$ cat config.mk
export PLATFORM = sky130hd
export DESIGN_NAME = fsp_pin_if
export DESIGN_NICKNAME = d
export VERILOG_FILES = /design/src/logic/fsp_pkg.sv /design/src/logic/fsp_pin_if.sv /design/src/logic/fsp_fifo.sv
export SDC_FILE = /design/constraint.sdc
export NUM_CORES = 2
export LEC_CHECK = 0
export BUFFER_PORTS_ARGS = -buffer_cell sky130_fd_sc_hd__buf_2
export CORE_UTILIZATION = 50
export CTS_BUF_LIST = sky130_fd_sc_hd__clkbuf_16
export CTS_CLUSTER_SIZE = 25
export DETAILED_ROUTE_END_ITERATION = 10
export PLACE_DENSITY = 0.64
export SLEW_MARGIN = 20
export SYNTH_ARGS = -nofsm -noshare
export SYNTH_HDL_FRONTEND = slang
export SYNTH_SLANG_ARGS = --single-unit
export TNS_END_PERCENT = 10
$ cat constraint.sdc
create_clock -name i_clk -period 36.4 [get_ports i_clk]
set_input_delay 3.64 -clock i_clk [delete_from_list [all_inputs] [get_ports i_clk]]
set_output_delay 3.64 -clock i_clk [all_outputs]
set_load 0.01 [all_outputs]
$ cat src/logic/fsp_pkg.sv
// package of the serial flash pin interface: constants, modes, states, carriers
// assumes nothing of its surroundings
`default_nettype none
package fsp_pkg;
  // ***********************************************************************
  // sizes
  // ***********************************************************************
  localparam int FSP_BYTE_BITS = 8;
  localparam int FSP_PAGE_BYTES = 256;
  localparam int FSP_PAGE_AW = 8;
  localparam int FSP_ARRAY_BITS = 4 * 1024 * 1024;
  localparam int FSP_FIFO_DEPTH = 32;
  localparam int FSP_LANES = 4;
  localparam logic [3:0] FSP_CNT_FULL = 4'h8;
  localparam logic [7:0] FSP_IDLE_BYTE = 8'hff;
  localparam logic [3:0] FSP_OE_OFF = 4'hf;
  // ***********************************************************************
  // lane positions
  // ***********************************************************************
  localparam int FSP_L0 = 0;
  localparam int FSP_L1 = 1;
  localparam int FSP_L2 = 2;
  localparam int FSP_L3 = 3;
  // ***********************************************************************
  // types
  // ***********************************************************************
  typedef enum logic [1:0] {
    FSP_MODE_SINGLE = 2'h0,
    FSP_MODE_DUAL = 2'h1,
    FSP_MODE_QUAD = 2'h2
  } fsp_mode_t;

  typedef enum logic [1:0] {
    FSP_ST_IDLE = 2'h0,
    FSP_ST_ACTIVE = 2'h1,
    FSP_ST_PAUSED = 2'h3
  } fsp_state_t;

  typedef struct packed {
    logic first;
    logic [7:0] data;
  } fsp_byte_t;

  localparam int FSP_BYTE_W = $bits(fsp_byte_t);
endpackage : fsp_pkg
`default_nettype wire

$ cat src/logic/fsp_pin_if.sv
// pin-side interface control of a serial flash slave
// assumes the spi pins are asynchronous to i_clk and that sck runs well below i_clk / 4
`default_nettype none
// Overview of operation
// chip select falling starts, rising ends frame
// deselected: outputs released, input data ignored
// deselect gives standby unless program/erase busy
// host data sampled on sck rising edge
// output data changes on sck falling edge
// multi-lane reads turn lane 0 into output
// guard pin low blocks status writes
// four-lane enable turns guard pin into lane_two
// 256-byte page buffer before 4 Mbit array
// lane_three is pause, reset or data
// pause with sck low keeps clocking state
// counters cleared on every deselect
module fsp_pin_if
  import fsp_pkg::*;
(
  // clock and reset
  input wire logic i_clk,
  input wire logic i_reset,
  // spi pins
  input wire logic i_cs_n,
  input wire logic i_sck,
  input wire logic [3:0] i_lane_in,
  output logic [3:0] o_lane_out,
  output logic [3:0] o_lane_oe_n,
  // configuration
  input wire logic i_four_lane_enable,
  input wire logic i_register_guard_upper,
  input wire logic i_register_guard_lower,
  input wire logic i_pause_reset_sel,
  input wire fsp_mode_t i_lane_mode,
  input wire logic i_out_enable,
  input wire logic i_busy,
  // received bytes
  output logic o_rx_valid,
  output fsp_byte_t o_rx_byte,
  input wire logic i_rx_ready,
  output logic o_rx_overrun,
  // bytes to send
  input wire logic i_tx_valid,
  input wire logic [7:0] i_tx_data,
  output logic o_tx_ready,
  // page buffer read port
  input wire logic [7:0] i_page_rd_addr,
  output logic [7:0] o_page_rd_data,
  // status
  output logic o_selected,
  output logic o_standby,
  output logic o_paused,
  output logic o_status_write_blocked,
  output logic o_hw_reset_req
);
  // ***********************************************************************
  // helpers
  // ***********************************************************************
  // bits moved per sck edge; quad only counts with four-lane enable set
  function automatic logic [3:0] lane_width(input fsp_mode_t mode, input logic qe);
    logic [3:0] w;
    w = 4'h1;
    case (mode)
      FSP_MODE_DUAL: w = 4'h2;
      FSP_MODE_QUAD: w = qe ? 4'h4 : 4'h1;
      default: w = 4'h1;
    endcase
    return w;
  endfunction : lane_width

  // ***********************************************************************
  // pin synchronisers
  // ***********************************************************************
  localparam int NSYNC = 6;
  logic [NSYNC-1:0] pins_raw, s1_r, s2_r, s1_nxt, s2_nxt;
  logic cs_n_s, sck_s, sck_d_r, sck_d_nxt;
  logic [3:0] lane_s;
  logic sck_rise, sck_fall;

  assign pins_raw = {i_cs_n, i_sck, i_lane_in};
  assign cs_n_s = s2_r[5];
  assign sck_s = s2_r[4];
  assign lane_s = s2_r[3:0];

  always_comb begin
    s1_nxt = pins_raw;
    s2_nxt = s1_r;
    sck_d_nxt = sck_s;
  end

  always_ff @(posedge i_clk) begin
    if (i_reset) begin
      s1_r <= {2'h2, 4'hf};
      s2_r <= {2'h2, 4'hf};
      sck_d_r <= 1'b0;
    end else begin
      s1_r <= s1_nxt;
      s2_r <= s2_nxt;
      sck_d_r <= sck_d_nxt;
    end
  end

  assign sck_rise = sck_s && !sck_d_r;
  assign sck_fall = !sck_s && sck_d_r;

  // ***********************************************************************
  // lane three function
  // ***********************************************************************
  logic pause_fn, reset_fn, hold_d_r, hold_d_nxt;
  logic hold_fall, hold_rise;

  assign pause_fn = !i_four_lane_enable && !i_pause_reset_sel;
  assign reset_fn = !i_four_lane_enable && i_pause_reset_sel;
  assign hold_fall = !lane_s[FSP_L3] && hold_d_r;
  assign hold_rise = lane_s[FSP_L3] && !hold_d_r;

  always_comb begin
    hold_d_nxt = lane_s[FSP_L3];
  end

  always_ff @(posedge i_clk) begin
    if (i_reset) begin
      hold_d_r <= 1'b1;
    end else begin
      hold_d_r <= hold_d_nxt;
    end
  end

  // ***********************************************************************
  // frame state
  // ***********************************************************************
  fsp_state_t st_r, st_nxt;
  logic active, reset_pin;

  assign reset_pin = reset_fn && !lane_s[FSP_L3];

  always_comb begin
    st_nxt = st_r;
    case (st_r)
      FSP_ST_IDLE: begin
        if (!cs_n_s && !reset_pin) begin
          st_nxt = FSP_ST_ACTIVE;
        end
      end
      FSP_ST_ACTIVE: begin
        if (pause_fn && hold_fall && !sck_s) begin
          st_nxt = FSP_ST_PAUSED;
        end
      end
      FSP_ST_PAUSED: begin
        if (hold_rise && !sck_s) begin
          st_nxt = FSP_ST_ACTIVE;
        end
      end
      default: st_nxt = FSP_ST_IDLE;
    endcase
    if (cs_n_s || reset_pin) begin
      st_nxt = FSP_ST_IDLE;
    end
  end

  always_ff @(posedge i_clk) begin
    if (i_reset) begin
      st_r <= FSP_ST_IDLE;
    end else begin
      st_r <= st_nxt;
    end
  end

  // sck edges count only inside an unpaused frame
  assign active = (st_r == FSP_ST_ACTIVE) && !cs_n_s;

  // ***********************************************************************
  // receive shifter
  // ***********************************************************************
  logic [3:0] rx_w, tx_w;
  logic [7:0] rx_sr_r, rx_sr_nxt;
  logic [3:0] rx_cnt_r, rx_cnt_nxt;
  logic rx_first_r, rx_first_nxt;
  logic [7:0] in_bits, rx_shifted;
  logic [3:0] rx_sum;
  logic fifo_in_valid, fifo_in_ready;
  fsp_byte_t fifo_in_byte;
  logic ovr_r, ovr_nxt;
  logic [7:0] pg_wp_r, pg_wp_nxt;
  logic pg_we;

  assign rx_w = lane_width(i_lane_mode, i_four_lane_enable);
  assign tx_w = lane_width(i_lane_mode, i_four_lane_enable);

  always_comb begin
    in_bits = {7'h00, lane_s[FSP_L0]};
    case (rx_w)
      4'h2: in_bits = {6'h00, lane_s[FSP_L1], lane_s[FSP_L0]};
      4'h4: in_bits = {4'h0, lane_s};
      default: in_bits = {7'h00, lane_s[FSP_L0]};
    endcase
    rx_shifted = (rx_sr_r << rx_w) | in_bits;
    rx_sum = rx_cnt_r + rx_w;
  end

  always_comb begin
    rx_sr_nxt = rx_sr_r;
    rx_cnt_nxt = rx_cnt_r;
    rx_first_nxt = rx_first_r;
    ovr_nxt = ovr_r;
    pg_wp_nxt = pg_wp_r;
    fifo_in_valid = 1'b0;
    fifo_in_byte = '{first: rx_first_r, data: rx_shifted};
    pg_we = 1'b0;
    if (active && sck_rise && !i_out_enable) begin
      rx_sr_nxt = rx_shifted;
      rx_cnt_nxt = rx_sum;
      if (rx_sum >= FSP_CNT_FULL) begin
        rx_cnt_nxt = 4'h0;
        rx_first_nxt = 1'b0;
        fifo_in_valid = 1'b1;
        if (!fifo_in_ready) begin
          ovr_nxt = 1'b1;
        end
        if (!rx_first_r) begin
          pg_we = 1'b1;
          pg_wp_nxt = pg_wp_r + 8'h01;
        end
      end
    end
    if (cs_n_s) begin
      rx_cnt_nxt = 4'h0;
      rx_first_nxt = 1'b1;
      pg_wp_nxt = 8'h00;
    end
    if (st_r == FSP_ST_IDLE && !cs_n_s) begin
      ovr_nxt = 1'b0;
    end
  end

  always_ff @(posedge i_clk) begin
    if (i_reset) begin
      rx_sr_r <= 8'h00;
      rx_cnt_r <= 4'h0;
      rx_first_r <= 1'b1;
      ovr_r <= 1'b0;
      pg_wp_r <= 8'h00;
    end else begin
      rx_sr_r <= rx_sr_nxt;
      rx_cnt_r <= rx_cnt_nxt;
      rx_first_r <= rx_first_nxt;
      ovr_r <= ovr_nxt;
      pg_wp_r <= pg_wp_nxt;
    end
  end

  fsp_fifo #(
    .WIDTH(FSP_BYTE_W),
    .DEPTH(FSP_FIFO_DEPTH)
  ) u_rx_fifo (
    .i_clk(i_clk),
    .i_reset(i_reset),
    .i_in_valid(fifo_in_valid),
    .i_in_data(fifo_in_byte),
    .o_in_ready(fifo_in_ready),
    .o_out_valid(o_rx_valid),
    .o_out_data(o_rx_byte),
    .i_out_ready(i_rx_ready)
  );

  assign o_rx_overrun = ovr_r;

  // ***********************************************************************
  // page buffer
  // ***********************************************************************
  logic [7:0] page_mem [FSP_PAGE_BYTES];
  logic [7:0] pg_rd_r;

  always_ff @(posedge i_clk) begin
    if (pg_we) begin
      page_mem[pg_wp_r] <= rx_shifted;
    end
    pg_rd_r <= page_mem[i_page_rd_addr];
  end

  assign o_page_rd_data = pg_rd_r;

  // ***********************************************************************
  // transmit shifter
  // ***********************************************************************
  logic [7:0] tx_sr_r, tx_sr_nxt, tx_byte;
  logic [3:0] tx_cnt_r, tx_cnt_nxt;
  logic [3:0] out_r, out_nxt, oe_n_r, oe_n_nxt;
  logic tx_take;

  assign tx_take = active && sck_fall && i_out_enable && (tx_cnt_r == 4'h0);
  assign o_tx_ready = tx_take;

  always_comb begin
    tx_byte = tx_sr_r;
    if (tx_cnt_r == 4'h0) begin
      tx_byte = i_tx_valid ? i_tx_data : FSP_IDLE_BYTE;
    end
  end

  always_comb begin
    tx_sr_nxt = tx_sr_r;
    tx_cnt_nxt = tx_cnt_r;
    out_nxt = out_r;
    if (active && sck_fall && i_out_enable) begin
      tx_sr_nxt = tx_byte << tx_w;
      tx_cnt_nxt = ((tx_cnt_r == 4'h0) ? FSP_CNT_FULL : tx_cnt_r) - tx_w;
      case (tx_w)
        4'h2: out_nxt = {2'h3, tx_byte[7], tx_byte[6]};
        4'h4: out_nxt = tx_byte[7:4];
        default: out_nxt = {2'h3, tx_byte[7], 1'b1};
      endcase
    end
    if (cs_n_s) begin
      tx_cnt_nxt = 4'h0;
    end
  end

  // lanes driven only while selected, unpaused and in the data phase
  logic [3:0] drive_mask;
  always_comb begin
    drive_mask = 4'h0;
    if (active && i_out_enable) begin
      drive_mask[FSP_L1] = 1'b1;
      drive_mask[FSP_L0] = (tx_w != 4'h1);
      drive_mask[FSP_L2] = (tx_w == 4'h4);
      drive_mask[FSP_L3] = (tx_w == 4'h4);
    end
  end

  genvar g;
  generate
    for (g = 0; g < FSP_LANES; g++) begin : g_oe
      assign oe_n_nxt[g] = !drive_mask[g];
    end
  endgenerate

  always_ff @(posedge i_clk) begin
    if (i_reset) begin
      tx_sr_r <= 8'h00;
      tx_cnt_r <= 4'h0;
      out_r <= 4'hf;
      oe_n_r <= FSP_OE_OFF;
    end else begin
      tx_sr_r <= tx_sr_nxt;
      tx_cnt_r <= tx_cnt_nxt;
      out_r <= out_nxt;
      oe_n_r <= oe_n_nxt;
    end
  end

  assign o_lane_out = out_r;
  assign o_lane_oe_n = oe_n_r;

  // ***********************************************************************
  // status outputs
  // ***********************************************************************
  logic blk_r, blk_nxt, stby_r, stby_nxt, hwr_r, hwr_nxt;

  always_comb begin
    blk_nxt = !i_four_lane_enable && !i_register_guard_upper && i_register_guard_lower
              && !lane_s[FSP_L2];
    stby_nxt = cs_n_s && !i_busy;
    hwr_nxt = reset_pin;
  end

  always_ff @(posedge i_clk) begin
    if (i_reset) begin
      blk_r <= 1'b0;
      stby_r <= 1'b1;
      hwr_r <= 1'b0;
    end else begin
      blk_r <= blk_nxt;
      stby_r <= stby_nxt;
      hwr_r <= hwr_nxt;
    end
  end

  assign o_status_write_blocked = blk_r;
  assign o_standby = stby_r;
  assign o_hw_reset_req = hwr_r;
  assign o_selected = (st_r != FSP_ST_IDLE);
  assign o_paused = (st_r == FSP_ST_PAUSED);
endmodule : fsp_pin_if
`default_nettype wire

$ cat src/logic/fsp_fifo.sv
// synchronous fifo with valid and ready on both sides
// assumes one clock and a synchronous active high reset
`default_nettype none
module fsp_fifo #(
  parameter int WIDTH = 9,
  parameter int DEPTH = 32
) (
  // clock and reset
  input wire logic i_clk,
  input wire logic i_reset,
  // fill side
  input wire logic i_in_valid,
  input wire logic [WIDTH-1:0] i_in_data,
  output logic o_in_ready,
  // drain side
  output logic o_out_valid,
  output logic [WIDTH-1:0] o_out_data,
  input wire logic i_out_ready
);
  localparam int AW = $clog2(DEPTH);
  localparam logic [AW:0] DEPTH_C = (AW + 1)'(DEPTH);
  localparam logic [AW-1:0] LAST_C = AW'(DEPTH - 1);

  logic [WIDTH-1:0] mem [DEPTH];
  logic [AW-1:0] wr_r, wr_nxt, rd_r, rd_nxt;
  logic [AW:0] cnt_r, cnt_nxt;
  logic push, pop;

  assign o_in_ready = (cnt_r != DEPTH_C);
  assign o_out_valid = (cnt_r != '0);
  assign o_out_data = mem[rd_r];
  assign push = i_in_valid && o_in_ready;
  assign pop = o_out_valid && i_out_ready;

  always_comb begin
    wr_nxt = wr_r;
    rd_nxt = rd_r;
    cnt_nxt = cnt_r;
    if (push) begin
      wr_nxt = (wr_r == LAST_C) ? '0 : wr_r + 1'b1;
    end
    if (pop) begin
      rd_nxt = (rd_r == LAST_C) ? '0 : rd_r + 1'b1;
    end
    if (push && !pop) begin
      cnt_nxt = cnt_r + 1'b1;
    end else if (pop && !push) begin
      cnt_nxt = cnt_r - 1'b1;
    end
  end

  always_ff @(posedge i_clk) begin
    if (i_reset) begin
      wr_r <= '0;
      rd_r <= '0;
      cnt_r <= '0;
    end else begin
      wr_r <= wr_nxt;
      rd_r <= rd_nxt;
      cnt_r <= cnt_nxt;
    end
  end

  always_ff @(posedge i_clk) begin
    if (push) begin
      mem[wr_r] <= i_in_data;
    end
  end
endmodule : fsp_fifo
`default_nettype wire

After elaboration in Yosys (flattened, before gate mapping)
Memories as Yosys holds them, arrays and structs flattened. A register that Yosys moved wholly into a read port is not among the register bits.
Index checks and enable logic that the tools add are counted.
{"block": "word_totals", "input_bits": 34, "mem_count": 2, "output_inout_bits": 33, "ram_bits": 2336, "elab_cells": 134, "register_bits": 77}
{"block": "op_classes", "n_mux": 28, "n_reduce_logical": 58, "n_bitwise": 3, "shift": 2, "n_eq_ne": 13, "addsub": 7, "n_lt_le_gt_ge": 1}
{"name": "page_mem", "depth": 256, "width": 8, "read_ports": 1, "rd_ports_with_merged_regs": 1, "write_ports": 1, "line_no": "fsp_pin_if.sv:272", "rtl": "logic [7:0] page_mem [FSP_PAGE_BYTES];"}
{"name": "u_rx_fifo.mem", "depth": 32, "width": 9, "read_ports": 1, "rd_ports_with_merged_regs": 1, "write_ports": 1, "line_no": "fsp_fifo.sv:24", "rtl": "logic [WIDTH-1:0] mem [DEPTH];"}
{"op": "$logic_and 1x1->1", "count": 27}
{"op": "$mux 5", "count": 4}
{"op": "$logic_not 1->1", "count": 18}
{"op": "$mux 8", "count": 2}
{"op": "$pmux 4 s2", "count": 2}
{"op": "$shl 8x4->8", "count": 2}
{"op": "$mux 4", "count": 3}
{"op": "$mux 6", "count": 2}
{"op": "$add 5x1->5 const B", "count": 2}
{"op": "$eq 5x5->1 const B", "count": 2}
{"op": "$mux 1", "count": 9}
{"op": "$reduce_and 3->1", "count": 3}
{"op": "$add 8x1->8 const B", "count": 1}
{"op": "$or 8x8->8", "count": 1}
{"op": "$add 6x1->6 const B", "count": 1}
{"op": "$mux 2", "count": 3}
{"op": "$ne 6x6->1 const B", "count": 1}
{"op": "$pmux 2 s3", "count": 1}
{"op": "$pmux 3 s2", "count": 1}
{"op": "$reduce_bool 6->1", "count": 1}
{"op": "$reduce_or 2->1", "count": 3}
{"op": "$sub 6x1->6 const B", "count": 1}
{"op": "$add 4x4->4", "count": 1}
{"op": "$eq 2x1->1 const B", "count": 2}
{"op": "other kinds (15)", "count": 19}

Depth between registers and ports, before layout
{"block": "logic_depth", "depth_word": 11, "depth_mapped": 22, "depth_no_buf": 20}

Modules after synthesis
A second synthesis with hierarchy kept.
{"block": "hier_totals", "cells_unflattened": 4822, "hier_area_um2": 94211.6}
{"mod": "fsp_pin_if", "seq_area_each_um2": 62840.3, "cells_per_inst": 4144, "n_inst": 1, "area_per_inst_um2": 81919.8}
{"mod": "fsp_fifo", "seq_area_each_um2": 9068.7, "cells_per_inst": 678, "n_inst": 1, "area_per_inst_um2": 12291.8}

Least setup slack after synthesis
OpenSTA, ideal clock, no wires.
{"block": "synth_path", "kind": "input to register", "start": "input i_lane_mode[1]", "end": "memory page_mem[0][4], data pin", "setup_time_ns": 1.929, "cell_stages": 6, "t_required_ns": 34.471, "n_path_buf": 2, "arrival_time_ns": 13.162, "setup_slack_ns": 21.309, "cell_sequence": "buf_2 > nand2_1 > nor2_1 > clkbuf_1 > nand2_1 > a31oi_1"}
{"block": "synth_via", "elab_chain_cells": 4, "elab_cells_between_ends": 5, "classes_between": "2 x eq/ne; 1 x shift; 1 x mux; 1 x bitwise"}
{"item": "start: declaration", "line_no": "fsp_pin_if.sv:34", "rtl": "input wire fsp_mode_t i_lane_mode,"}
{"item": "$eq 2x2->1 / $eq 2x1->1 (equally long branches)", "line_no": "fsp_pin_if.sv:63", "rtl": "case (mode)"}
{"item": "$pmux 3 s2 *", "line_no": "fsp_pin_if.sv:63"}
{"item": "$shl 8x4->8 *", "line_no": "fsp_pin_if.sv:198", "rtl": "rx_shifted = (rx_sr_r << rx_w) | in_bits;"}
{"item": "$or 8x8->8 *", "line_no": "fsp_pin_if.sv:198"}
{"item": "net rx_shifted[4]", "line_no": "fsp_pin_if.sv:180", "rtl": "logic [7:0] in_bits, rx_shifted;"}
{"item": "end: declaration", "line_no": "fsp_pin_if.sv:272"}
The timed path passes the listed nets; every way through them passes the cells marked *.

Final worst setup path
{"block": "layout_path", "start": "input i_lane_mode[0]", "end": "memory page_mem[244][5], enable pin"}
{"block": "layout_via", "elab_chain_cells": 8, "elab_cells_between_ends": 9, "classes_between": "1 x add/sub; 1 x order compare; 2 x eq/ne; 5 x mux"}
{"item": "$eq 2x2->1 / $eq 2x1->1 (equally long branches)", "line_no": "fsp_pin_if.sv:63"}
{"item": "$pmux 3 s2 *", "line_no": "fsp_pin_if.sv:63"}
{"item": "$add 4x4->4 *", "line_no": "fsp_pin_if.sv:199", "rtl": "rx_sum = rx_cnt_r + rx_w;"}
{"item": "$ge 4x4->1 *", "line_no": "fsp_pin_if.sv:214", "rtl": "if (rx_sum >= FSP_CNT_FULL) begin"}
{"item": "$mux 1 *", "line_no": "fsp_pin_if.sv:214"}
{"item": "$mux 1 *", "line_no": "fsp_pin_if.sv:211", "rtl": "if (active && sck_rise && !i_out_enable) begin"}
{"item": "$mux 1 *", "line_no": "fsp_pin_if.sv:276", "rtl": "if (pg_we) begin"}
{"item": "$mux 1 (implied by the code) *", "line_no": "fsp_pin_if.sv:277", "rtl": "page_mem[pg_wp_r] <= rx_shifted;"}
Every way passes the cells marked *; elsewhere a longest branch is shown, timed or not.

==> results.cfg <==
[outcome]
status = complete, no violations

[critical_path]
crit_arrival_ps = 8710
end_kind = flop
worstPathRequired_ps = 36900
crit_buf_inv = 2
cp-start-kind = input port
crit_type = in2reg
cp_max_fo = 19
crit_chain = buf_2 -> nand3b_1 -> nand2_1 -> inv_1 -> ha_1 -> maj3_1 -> a21oi_2 -> xor2_1 -> nor3_4 -> nand3_2 -> nor2_1
critPathMaxStageDelay_ps = 1130
crit_slowest_cell = nand3_2
cp_top_family = simple AND/OR/NAND/NOR gates

[die]
pin_count = 67
core_area_um2 = 190000
die-area_um2 = 193000
die_h_um = 439
fp-row-count = 160
die_w_um = 439
start_util_pct = 50.3

[timing]
post-route-period-util_pct = 22.5
setup-violations-final = 0
worstMarginPinSlew_ps = 1190
relSlewSlack_pct = 20.5
max_clock_freq_mhz = 122
fin_crit_ps = 8210
clock_skew_ps = 28.2
report.final.slew_viol_count = 0
final_hold_viol_count = 0
grt_setup_unrepaired = no
finalSetupTns_ps = 0

[synthesis]
syn_area_um2 = 95600
async_reset_ff_share_pct = 0
synth_edf_count = 2336
syn_nets = 4832
synth_top_area_share_pct = 73.4
synth_common_cells = 2336 x edfxtp_1, 452 x mux4_2, 367 x nor2_1
synth-seq-cells = 2424
synth_most_common_cell = edfxtp_1
synth_area_per_cell_um2 = 20.0
synth_flop_cell = edfxtp_1
yosysUniqueCellTypes = 83
netlist_instances = 4777
ys_top_cells_by_area = edfxtp_1 73%, mux4_2 11%, mux2i_1 2.5%
synth_top_area_cell = edfxtp_1
ys_seq_area_share_pct = 75.2
yosysWarnings = 0

[placement]
io_buffers = 66
place_congestion = 0.844
dpl_cell_area_um2 = 98000
dpl.hpwl_um = 141000

[route]
dr_wl_met3_um = 20400
detail-route-antenna-nets = 0
wl_met2_um = 113000
top_layer = met5
drt_iter0_drc = 5738
avgRoutedWirePerCell_um = 31.5
viasPerCell = 6.31
drc_errors = 0
first_pass_iters = 6
num_vias = 47853
m1WireLength_um = 98500
routed_wl_um = 239000

[global_routing]
grt_util_all_layers_pct = 24.8
grt_first_pass_wirelength_um = 344000
grt_max_degree = 167
antenna_found_initial = 6
grt_overflow = 0
grt_pass1_vias = 47068

[cts]
cts_hold_repair.buffers = 0
htreeDepth = 4
cts_sinks = 2424
post_cts_buffers = 0
cts_made_buffers = 229
cts-root-buf = clkbuf_16
path_clk_slew_ps = 60
clk_latency_ps = 880
cts_tree = built
post_cts_resized = 0
clockBufferDepth = 3

[final_layout]
fill_cells = 13963
synthToLayoutAreaGrowth_pct = 10.4
finalInstanceArea_um2 = 105000
drive_gt1_share_pct = 20.4
nets = 4935

[power_and_ir_drop]
power_density_nw_per_um2 = 53.6
peakVddDrop_mv = 0.0543
p_leak_nw = 32.4

[job]
drv_cap = 0

[hold_path]
hold_path.class = reg2reg
where the power goes:
part / switching (mW) / internal, mW
clock: 1.03 / 1.35
combinational: 0.148 / 0.0681
sequential: 0.00509 / 3.05
registers in the layout (all words and copies together) (netlist names), 2 cells and up, named ones only:
register	count
st_r	2
pg_wp_r	8
u_rx_fifo.rd_r	5
o_page_rd_data	8
o_lane_oe_n	3
page_mem	2048
rx_cnt_r	4
u_rx_fifo.wr_r	5
tx_sr_r	8
u_rx_fifo.mem	288
o_lane_out	4
s2_r	6
s1_r	6
tx_cnt_r	4
rx_sr_r	7
u_rx_fifo.cnt_r	6
stage by stage:
step	power [mW]	setup WS, ps	cells	utilization, %	hold slack (ps)
after floorplan	3.27	21310	4777	-	389
after global placement	3.33	27500	7160	51.6	391
after detailed placement	3.33	27250	7160	51.6	396
after CTS	5.69	28190	7582	55.5	407
after global routing	5.79	27940	7582	55.5	425
final	5.66	28190	7585	55.5	408
cell families (layout without fill, tap and decap cells):
group	count (synthesis)	after routing	share of synthesized area, %
and+or+nand+nor	763	763	3.61
adders and majority gates	23	23	0.304
xor gates and xnor gates	17	17	0.156
buffers and inverters	311	605	2.22
AOI/OAI and AO/OA	450	450	3.20
muxes	789	789	15.3
DFF	2424	2424	75.2
other	0	3	0
layout by cell type, fill, tap and decap left out, types with 20 or more instances in the layout:
master,netlist,routed
edfxtp_1,2336,2336
mux4_2,452,452
nor2_1,367,367
mux2i_1,238,238
clkbuf_16,0,231
nand2_1,153,151
a21oi_1,118,117
buf_4,24,96
o221ai_1,87,87
dfxtp_1,88,85
mux4_1,62,62
buf_2,93,61
clkinv_1,1,60
o21ai_0,57,57
inv_1,18,56
nand3_1,58,52
o22ai_1,51,51
clkinv_2,0,48
nor3_1,38,38
mux2_2,37,36
a211oi_1,33,33
bufinv_16,0,29
a22oi_1,28,28
nor2b_1,21,21
ha_1,20,20
layer usage:
| layer | track usage (%) | vias to the layer above |
|---|---|---|
| met4 | 7.12 | 6 |
| met5 | 0 | - |
| li1 | - | 19888 |
| met3 | 5.13 | 343 |
| met2 | 38.2 | 2236 |
| met1 | 36.0 | 25380 |
final timing paths:
| kind | from | to | slack (ps) | cells after the start |
|---|---|---|---|---|
| worst max-delay path | i_lane_mode[0] | page_mem[244][5] | 28190 | 11 |
| worst min-delay path | s1_r[1] | s2_r[1] | 410 | 1 |
| worst max register to register | rx_cnt_r[0] | page_mem[244][5] | 31870 | 7 |
| worst min register to register | s1_r[1] | s2_r[1] | 410 | 1 |
layout make-up:
cell class	instances	area [um^2]	share of cell area, %
flip-flops and latches	2424	71900	68.2
multi-input cells	2042	21700	20.6
clock buffers	231	5780	5.48
well taps	2511	3140	2.98
clock inverters	191	1720	1.63
repair buffers	164	1140	1.08
inverters	19	72.6	0.0688
diodes	3	7.51	0.00712
worst reg2reg max path, stage by stage, from the launching register on:
cell and delay (ps):
dfxtp_1 320, ha_1 230, maj3_1 360, a21oi_2 210
xor2_1 160, nor3_4 730, nand3_2 1140, nor2_1 1020
(Power assumes the default switching activity.)
